**config.mk**
```make
export PLATFORM = sky130hd
export DESIGN_NAME = spod_scan_port
export DESIGN_NICKNAME = d
export VERILOG_FILES = /design/src/inc/spod_pkg.sv /design/src/hdl/spod_scan_port.sv
export SDC_FILE = /design/constraint.sdc
export NUM_CORES = 1
export LEC_CHECK = 0
export BUFFER_PORTS_ARGS = -buffer_cell sky130_fd_sc_hd__buf_2
export CORE_MARGIN = 2
export CORE_UTILIZATION = 50
export DETAILED_ROUTE_END_ITERATION = 8
export PLACE_DENSITY_LB_ADDON = 0.1
export SETUP_SLACK_MARGIN = 0.2
export SLEW_MARGIN = 10
export SYNTH_ARGS = -nofsm -noshare
export SYNTH_HDL_FRONTEND = slang
export SYNTH_SLANG_ARGS = --single-unit
export TNS_END_PERCENT = 100
```
**constraint.sdc**
```tcl
create_clock -name core_clk -period 2.38 [get_ports core_clk]
set_clock_uncertainty 0.05 [all_clocks]
set_input_delay 0.476 -clock core_clk [delete_from_list [all_inputs] [get_ports core_clk]]
set_output_delay 0.476 -clock core_clk [all_outputs]
set_load 0.005 [all_outputs]
```
**src/inc/spod_pkg.sv**
```systemverilog
// Package of constants and types for the scan port and output-disable block.
// Contract
// - Sample mode select on rising test clock.
// - Capture data input into selected register on rise.
// - Shift selected register out on falling edges.
// - Data output driven only during shifting.
// - Data output floats while output disable asserted.
// - Test reset high gives scan system control.
// - Test reset low: functional mode, scan ignored.
// - Pin B is emulator interrupt when reset high.
// - Pin A is emulator interrupt when reset high.
// - Test reset low makes pin B output disable.
// - Disable needs reset low, A high, B low.
// - Disable condition floats every output driver.
package spod_pkg;

  // ----------------------------------------------------------------
  // Widths and codes
  // ----------------------------------------------------------------
  localparam int IR_WIDTH  = 4;
  localparam int DIR_WIDTH = 2;
  localparam logic [3:0] IR_RESET_VALUE    = 4'hF;
  localparam logic [3:0] IR_CAPTURE_VALUE  = 4'h1;
  localparam logic [3:0] INSTR_EMU_DIR     = 4'h2;
  localparam logic [1:0] EMU_DIR_RESET     = 2'h0;
  localparam int DIR_BIT_A = 0;
  localparam int DIR_BIT_B = 1;

  typedef enum logic [3:0] {
    ST_RESET      = 4'h0,
    ST_IDLE       = 4'h1,
    ST_SEL_DR     = 4'h2,
    ST_CAPTURE_DR = 4'h3,
    ST_SHIFT_DR   = 4'h4,
    ST_EXIT1_DR   = 4'h5,
    ST_PAUSE_DR   = 4'h6,
    ST_EXIT2_DR   = 4'h7,
    ST_UPDATE_DR  = 4'h8,
    ST_SEL_IR     = 4'h9,
    ST_CAPTURE_IR = 4'hA,
    ST_SHIFT_IR   = 4'hB,
    ST_EXIT1_IR   = 4'hC,
    ST_PAUSE_IR   = 4'hD,
    ST_EXIT2_IR   = 4'hE,
    ST_UPDATE_IR  = 4'hF
  } spod_state_type;

  typedef struct packed {
    logic modeSelect;
    logic dataIn;
    logic testReset;
    logic pinA;
    logic pinB;
  } spod_pins_type;

  typedef struct packed {
    logic dataOut;
    logic dataOutEn;
  } spod_tdo_type;

endpackage

```
**src/hdl/spod_scan_port.sv**
```systemverilog
// Test-access port with emulator pins and global output-disable logic.
`timescale 1ns/1ps
module spod_scan_port (
  input  wire logic                   core_clk,
  input  wire logic                   reset,
  input  wire logic                   testClk,
  input  wire spod_pkg::spod_pins_type pinsIn,
  input  wire logic                   emuIrqOutA,
  input  wire logic                   emuIrqOutB,
  output logic                        testDataOut,
  output logic                        testDataOutEn,
  output logic                        emulator_pin_a_out,
  output logic                        emulator_pin_a_oe,
  output logic                        emulator_pin_b_or_output_disable_out,
  output logic                        emulator_pin_b_or_output_disable_oe,
  output logic                        emuIrqInA,
  output logic                        emuIrqInB,
  output logic                        scanControl,
  output logic                        outputsDisabled
);
  import spod_pkg::*;

  // ----------------------------------------------------------------
  // Input synchronisers
  // ----------------------------------------------------------------
  logic          clkMeta;
  logic          clkSync;
  logic          clkPrev;
  spod_pins_type pinsMeta;
  spod_pins_type pinsSync;

  // The test clock rests low, so clkPrev resets low and no false edge follows reset.
  always_ff @(posedge core_clk or posedge reset) begin
    if (reset) begin
      clkMeta  <= 1'b0;
      clkSync  <= 1'b0;
      clkPrev  <= 1'b0;
      pinsMeta <= '0;
      pinsSync <= '0;
    end else begin
      clkMeta  <= testClk;
      clkSync  <= clkMeta;
      clkPrev  <= clkSync;
      pinsMeta <= pinsIn;
      pinsSync <= pinsMeta;
    end
  end

  logic riseEdge;
  logic fallEdge;
  logic scanOn;
  assign riseEdge = clkSync & ~clkPrev;
  assign fallEdge = ~clkSync & clkPrev;
  // Edges are only seen if the test clock is well below core_clk / 4.
  assign scanOn   = pinsSync.testReset;

  // ----------------------------------------------------------------
  // Controller state machine
  // ----------------------------------------------------------------
  spod_state_type state;
  spod_state_type next_state;
  logic           ms;
  assign ms = pinsSync.modeSelect;

  always_comb begin
    unique case (state)
      ST_RESET:      next_state = ms ? ST_RESET : ST_IDLE;
      ST_IDLE:       next_state = ms ? ST_SEL_DR : ST_IDLE;
      ST_SEL_DR:     next_state = ms ? ST_SEL_IR : ST_CAPTURE_DR;
      ST_CAPTURE_DR: next_state = ms ? ST_EXIT1_DR : ST_SHIFT_DR;
      ST_SHIFT_DR:   next_state = ms ? ST_EXIT1_DR : ST_SHIFT_DR;
      ST_EXIT1_DR:   next_state = ms ? ST_UPDATE_DR : ST_PAUSE_DR;
      ST_PAUSE_DR:   next_state = ms ? ST_EXIT2_DR : ST_PAUSE_DR;
      ST_EXIT2_DR:   next_state = ms ? ST_UPDATE_DR : ST_SHIFT_DR;
      ST_UPDATE_DR:  next_state = ms ? ST_SEL_DR : ST_IDLE;
      ST_SEL_IR:     next_state = ms ? ST_RESET : ST_CAPTURE_IR;
      ST_CAPTURE_IR: next_state = ms ? ST_EXIT1_IR : ST_SHIFT_IR;
      ST_SHIFT_IR:   next_state = ms ? ST_EXIT1_IR : ST_SHIFT_IR;
      ST_EXIT1_IR:   next_state = ms ? ST_UPDATE_IR : ST_PAUSE_IR;
      ST_PAUSE_IR:   next_state = ms ? ST_EXIT2_IR : ST_PAUSE_IR;
      ST_EXIT2_IR:   next_state = ms ? ST_UPDATE_IR : ST_SHIFT_IR;
      ST_UPDATE_IR:  next_state = ms ? ST_SEL_DR : ST_IDLE;
    endcase
  end

  always_ff @(posedge core_clk or posedge reset) begin
    if (reset) begin
      state <= ST_RESET;
    end else if (!scanOn) begin
      state <= ST_RESET;
    end else if (riseEdge) begin
      state <= next_state;
    end
  end

  // ----------------------------------------------------------------
  // Instruction and data registers
  // ----------------------------------------------------------------
  logic [IR_WIDTH-1:0]  irShift;
  logic [IR_WIDTH-1:0]  irActive;
  logic [DIR_WIDTH-1:0] dirShift;
  logic [DIR_WIDTH-1:0] emuDir;
  logic                 bypassBit;
  logic                 dirSelected;
  assign dirSelected = (irActive == INSTR_EMU_DIR);

  always_ff @(posedge core_clk or posedge reset) begin
    if (reset) begin
      irShift  <= IR_RESET_VALUE;
      irActive <= IR_RESET_VALUE;
    end else if (state == ST_RESET) begin
      irShift  <= IR_RESET_VALUE;
      irActive <= IR_RESET_VALUE;
    end else if (riseEdge) begin
      if (state == ST_CAPTURE_IR) begin
        irShift <= IR_CAPTURE_VALUE;
      end else if (state == ST_SHIFT_IR) begin
        irShift <= {pinsSync.dataIn, irShift[IR_WIDTH-1:1]};
      end else if (state == ST_UPDATE_IR) begin
        irActive <= irShift;
      end
    end
  end

  always_ff @(posedge core_clk or posedge reset) begin
    if (reset) begin
      dirShift  <= EMU_DIR_RESET;
      emuDir    <= EMU_DIR_RESET;
      bypassBit <= 1'b0;
    end else if (state == ST_RESET) begin
      emuDir    <= EMU_DIR_RESET;
      bypassBit <= 1'b0;
    end else if (riseEdge) begin
      if (state == ST_CAPTURE_DR) begin
        dirShift  <= emuDir;
        bypassBit <= 1'b0;
      end else if (state == ST_SHIFT_DR) begin
        if (dirSelected) begin
          dirShift <= {pinsSync.dataIn, dirShift[DIR_WIDTH-1:1]};
        end else begin
          bypassBit <= pinsSync.dataIn;
        end
      end else if (state == ST_UPDATE_DR && dirSelected) begin
        emuDir <= dirShift;
      end
    end
  end

  // ----------------------------------------------------------------
  // Serial data output, changed on falling edges only
  // ----------------------------------------------------------------
  logic offCond;
  logic inShiftIr;
  logic inShiftDr;
  assign offCond   = ~pinsSync.testReset & pinsSync.pinA & ~pinsSync.pinB;
  assign inShiftIr = (state == ST_SHIFT_IR);
  assign inShiftDr = (state == ST_SHIFT_DR);

  // The enable moves on the same falling edge as the data, so a controller never sees
  // the pin start driving in the middle of a bit.
  always_ff @(posedge core_clk or posedge reset) begin
    if (reset) begin
      testDataOut   <= 1'b0;
      testDataOutEn <= 1'b0;
    end else if (offCond || !scanOn) begin
      testDataOutEn <= 1'b0;
    end else if (fallEdge) begin
      testDataOutEn <= inShiftIr || inShiftDr;
      if (inShiftIr) begin
        testDataOut <= irShift[0];
      end else if (inShiftDr) begin
        testDataOut <= dirSelected ? dirShift[0] : bypassBit;
      end
    end
  end

  // ----------------------------------------------------------------
  // Emulator pins and output disable
  // ----------------------------------------------------------------
  // Index 0 is pin A and index 1 is pin B, as in the direction register.
  logic [DIR_WIDTH-1:0] pinLevel;
  logic [DIR_WIDTH-1:0] irqOut;
  assign pinLevel = {pinsSync.pinB, pinsSync.pinA};
  assign irqOut   = {emuIrqOutB, emuIrqOutA};

  // One register stage per pin keeps every pin output straight from a flip-flop.
  for (genvar p = 0; p < DIR_WIDTH; p++) begin : gen_emu_pin
    logic drive;
    logic driveEn;
    logic irqSeen;
    always_ff @(posedge core_clk or posedge reset) begin
      if (reset) begin
        drive   <= 1'b0;
        driveEn <= 1'b0;
        irqSeen <= 1'b0;
      end else begin
        drive   <= irqOut[p];
        // In functional mode both pins are inputs so pin B can serve as the disable.
        driveEn <= scanOn & emuDir[p];
        irqSeen <= scanOn & ~emuDir[p] & pinLevel[p];
      end
    end
  end

  assign emulator_pin_a_out                   = gen_emu_pin[DIR_BIT_A].drive;
  assign emulator_pin_a_oe                    = gen_emu_pin[DIR_BIT_A].driveEn;
  assign emulator_pin_b_or_output_disable_out = gen_emu_pin[DIR_BIT_B].drive;
  assign emulator_pin_b_or_output_disable_oe  = gen_emu_pin[DIR_BIT_B].driveEn;
  assign emuIrqInA                            = gen_emu_pin[DIR_BIT_A].irqSeen;
  assign emuIrqInB                            = gen_emu_pin[DIR_BIT_B].irqSeen;

  always_ff @(posedge core_clk or posedge reset) begin
    if (reset) begin
      scanControl     <= 1'b0;
      outputsDisabled <= 1'b0;
    end else begin
      scanControl     <= scanOn;
      outputsDisabled <= offCond;
    end
  end

endmodule // spod_scan_port

```
Word level (Yosys, flattened, before mapping) --
Index checks and enable logic that the tools add are counted.
Operators by class: eq/ne operators 22, div/mod/pow operators 0, bitwise logic cells 18, $mul 0, multiplexer cells 42, shifts and indexed selects 0, reductions and logical operators 23, add/subtract/negate cells 0, magnitude comparators 0
Operator list (count):
- $mux 4 | 15
- $pmux 4 s12 | 1
- $eq 4x4->1 const B | 8
- $mux 2 | 11
- $eq 4x3->1 const B | 4
- $reduce_bool 2->1 | 7
- $mux 1 | 13
- $eq 4x2->1 const B | 3
- $reduce_and 4->1 | 3
- $and 1x1->1 | 10
- $not 1->1 | 8
- $mux 3 | 2
- $ne 2x1->1 const B | 3
- $reduce_and 3->1 | 2
- $reduce_bool 3->1 | 2
- $eq 4x1->1 const B | 1
- $logic_not 4->1 | 1
- $ne 2x2->1 const B | 2
- $reduce_or 2->1 | 2
- $ne 3x1->1 const B | 1
- $reduce_or 3->1 | 1
- $logic_or 1x1->1 | 2
- $reduce_and 2->1 | 1
- $logic_and 1x1->1 | 1
- $logic_not 1->1 | 1
Storage, ports and cells: word-level logic and storage cells 134, output and inout bits 10, memory bits (writable) 0, input port bits 10, memory bits (read-only) 0, bits in registers 40, memories kept 0, bits in latches 0

Depth between registers and ports, before layout --
depth in word-level cells 7, depth in mapped cells 6, gate-level depth less buffers 4

Worst setup path after synthesis --
OpenSTA, ideal clock, no wires.
path type register to register, start point register irActive[1], end point register testDataOut, period minus slack after synthesis 1.742 ns, buffers on the path 0, required time 2.205 ns, arrival time 1.567 ns, cell stages (with the launch flop) 5, library setup time 0.125 ns, path slack 0.638 ns, cell sequence dfstp_2 nor4b_4 mux2_1 mux2_2 mux2_2
Between the ends: word-level cells in the longest chain between the ends 4
Ends and longest elaborated chain:
- start, declared | RTL line spod_scan_port.sv:100 | logic [IR_WIDTH-1:0] irActive;
- start signal, assigned | RTL line spod_scan_port.sv:120 | irActive <= irShift;
- $eq 4x2->1 | RTL line spod_scan_port.sv:105 | assign dirSelected = (irActive == INSTR_EMU_DIR);
- $mux 1 | RTL line spod_scan_port.sv:172 | testDataOut <= dirSelected ? dirShift[0] : bypassBit;
- $mux 1 | RTL line spod_scan_port.sv:171 | end else if (inShiftDr) begin
- $mux 1 | RTL line spod_scan_port.sv:169 | if (inShiftIr) begin
- end signal, assigned | RTL line spod_scan_port.sv:170 | testDataOut <= irShift[0];
- end signal, assigned | RTL line spod_scan_port.sv:172
- end, declared | RTL line spod_scan_port.sv:10 | output logic testDataOut,
Every way passes these cells. The select of a mux whose other input is x is not followed. A chain may end at the register's enable or synchronous reset.

Worst setup path after layout --
start point register state[0], end point register dirShift[0]
Between the ends: word-level cells in the longest chain between the ends 3, elaborated cells between the ends (all ways) 8, those cells by class eq/ne (2); mux (1); bitwise (1); reduce/logical (4)
Ends and longest elaborated chain:
- start, declared | RTL line spod_scan_port.sv:60 | spod_state_type state;
- start signal, assigned | RTL line spod_scan_port.sv:92 | state <= next_state;
- $eq 4x3->1, or another cell as far along | RTL line spod_scan_port.sv:137 | end else if (state == ST_SHIFT_DR) begin
- $reduce_bool 2->1 (no line) or $not 1->1 (tied branches)
- $reduce_and 4->1 (no line)
- end signal, assigned | RTL line spod_scan_port.sv:135 | dirShift <= emuDir;
- end signal, assigned | RTL line spod_scan_port.sv:139 | dirShift <= {pinsSync.dataIn, dirShift[DIR_WIDTH-1:1]};
- end, declared | RTL line spod_scan_port.sv:101 | logic [DIR_WIDTH-1:0] dirShift;
Parallel ways exist; a longest one is shown, timed or not.

==> results_dict.tcl <==
set metrics [dict create \
    syn-cell-area_mm2 0.00179 \
    io_pins 20 \
    core-area_mm2 0.00339 \
    dpl_cell_area_mm2 0.00189 \
    grt_max_degree 41 \
    cts_resized 0 \
    setup_ws_ns 0.481 \
    fmax_mhz 527 \
    synth-simple-area-share_pct 18.3 \
    drv_slew 0 \
    dieArea_mm2 0.00407 \
    synth-seq-cells 40 \
    grt_pass1_wl_um 5350 \
    yosysSeqAreaShare_pct 56.5 \
    swShare_pct 23.1 \
    synth_xor_area_share_pct 0.979 \
    clock_tree.buffer_depth 2 \
    syn_to_final_growth_pct 10.6 \
    cp_max_fo 18 \
    finalWirelength_um 3110 \
    synth.distinct_cells 46 \
    fin_area_mm2 0.00198 \
    fin_cells 226 \
    end_kind "register" \
    synth_mux_area_share_pct 6.15 \
    synth_async_sr_flop_share_pct 100 \
    p_comb_share_pct 6.1 \
    p_sw_mw 0.300 \
    seqPwrFrac_pct 56.9 \
    synth_top_family_by_area "simple AND/OR/NAND/NOR gates" \
    tritoncts "yes" \
    min_period_ns 1.90 \
    yosysWarnings 0 \
    port_buffers 19 \
    antenna_left 0 \
    start_util_pct 52.8 \
    cts_buffers 5 \
    maxSlewHeadroom_pct 55.8 \
    hold_class "input port to async pin" \
    fp.dieW_um 63.8 \
    worst_pin_slew_ns 0.663 \
    critical_path.startpoint_type "register" \
    worstPathArrival_ns 2.10 \
    setup_viol 0 \
    rrSetupSlack_ns 0.48 \
    synth_edf_count 0 \
    htree_levels 2 \
    drtPass1Iterations 4 \
    hold_violations 0 \
    n_antenna_cell 0 \
    chipHeight_um 63.8 \
    yosys-top-cells-area "dfrtp_1 45%, dfstp_2 12%, o21ai_0 4.5%" \
    place_inst 218 \
    dp_slack_ns 0.499 \
    synth_ff_type "dfrtp_1" \
    max_cap_violations 0 \
    cts_hold_buf 0 \
    yosys.area_share.adder_pct 0 \
    root_buffer "clkbuf_4" \
    gp_congestion 0.793 \
    synth_most_common_cell "dfrtp_1" \
    antenna_found_initial 0 \
    clk_pin_slew_ns 0.12 \
    fin_crit_sh_pct 79.8 \
    drc 0 \
    cts_num_sinks 40 \
    fin_tns_setup_ns 0 \
    intPower_mw 0.998 \
    dp_hpwl_um 2120 \
    critPathRequiredTime_ns 2.58 \
    clkPwrFrac_pct 37.0 \
    synth.avg_cell_area_um2 11.0 \
    final_nets 189 \
    synthTopCellsByCount "32 x dfrtp_1, 16 x o21ai_0, 13 x nand2_1" \
    grt-ovfl-total 0 \
    drt_iter0_markers 44 \
    synth_compound_area_share_pct 13.6 \
    leakagePower_nw 0.908 \
    power_mw 1.30 \
    drive_gt1_share_pct 26.7 \
    grt_pass1_vias 1161 \
    wire_per_inst_um 13.8 \
    vias_per_cell 5.36 \
    cts_setup_buffers 0 \
    grtUsageTotal_pct 17.4 \
    clk_latency_ns 0.35 \
    synth_top_cell_by_area "dfrtp_1" \
    num_vias 1212 \
    fin_hold_ws_ns 0.167 \
    fp-row-count 21 \
    synth_nets 173 \
    synth.top_cell.area_share_pct 44.8 \
    rsz0062_at_grt "false" \
    status "completed" \
    syn_inst 163 \
    fin_util_pct 58.4 \
    critPathKind "register to register" \
    powerDensity_mw_per_mm2 656 \
    peakVddDrop_mv 0.521 \
]
## power groups by stage
stage	clock [mW]	sequential (mW)	combinational, mW
2_1_floorplan	0	0.737	0.0688
3_3_place_gp	0	0.750	0.0792
3_5_place_dp	0	0.751	0.0815
4_1_cts	0.495	0.739	0.0815
5_1_grt	0.530	0.743	0.0926
6_report	0.480	0.739	0.0796
## cell usage in the layout (no fill, tap or decap), types with 4 or more instances in the layout
cell type / count
dfrtp_1: 32
buf_2: 19
o21ai_0: 16
nand2_1: 13
nor2_1: 11
a21oi_1: 9
dfstp_2: 8
nand3_1: 7
mux2i_1: 5
clkbuf_4: 5
nor2b_1: 4
## final timing paths
path                                      endpoint  cells past startpoint                   from
min in group core_clk        pinsMeta[4]$_DFF_PP0_                      1              pinsIn[4]
max in group asynchronous   irShift[0]$_DFFE_PP1P_                      3                  reset
max reg2reg                dirShift[0]$_DFFE_PP0P_                      4   state[0]$_DFFE_PP0P_
min reg2reg                  pinLevel[1]$_DFF_PP0_                      0  pinsMeta[0]$_DFF_PP0_
min                           state[2]$_DFFE_PP0P_                      3                  reset
max                        dirShift[0]$_DFFE_PP0P_                      4   state[0]$_DFFE_PP0P_
## critical path, stage by stage, from the launching register on
cell and delay [ns]:
dfrtp_1 0.68, nand2_1 0.25, nor3_2 0.20, mux2_2 0.35, mux2_4 0.26
## metal layers
layer	global-route usage [%]	vias up	part of all wire, %
met4	5.71	0	1.4
met5	0	-	0
met2	26.2	20	48
li1	-	600	-
met1	23.4	587	47
met3	6.34	5	4.0
## registers in the layout, summed over array words and instances, names as in the netlist, 2 cells and up
register	flops
pinsMeta	5
irActive	4
irShift	4
state	4
dirShift	2
emuDir	2
pinLevel	2
## logic make-up after synthesis
family | after synthesis
multiplexers | 10
flip-flops | 40
buffers and inverters | 15
AND/OR/NAND/NOR | 57
AO/OA/AOI/OAI | 39
XOR/XNOR | 2
## final cells by class
class	instances	area [um^2]
Sequential cell	40	1010
Tap cell	46	57.6
Clock buffer	6	51.3
Fill cell	288	1410
Multi-Input combinational cell	108	698
Timing Repair Buffer	21	110
Clock inverter	2	38.8
Inverter	3	11.3
(Power assumes the default switching activity.)
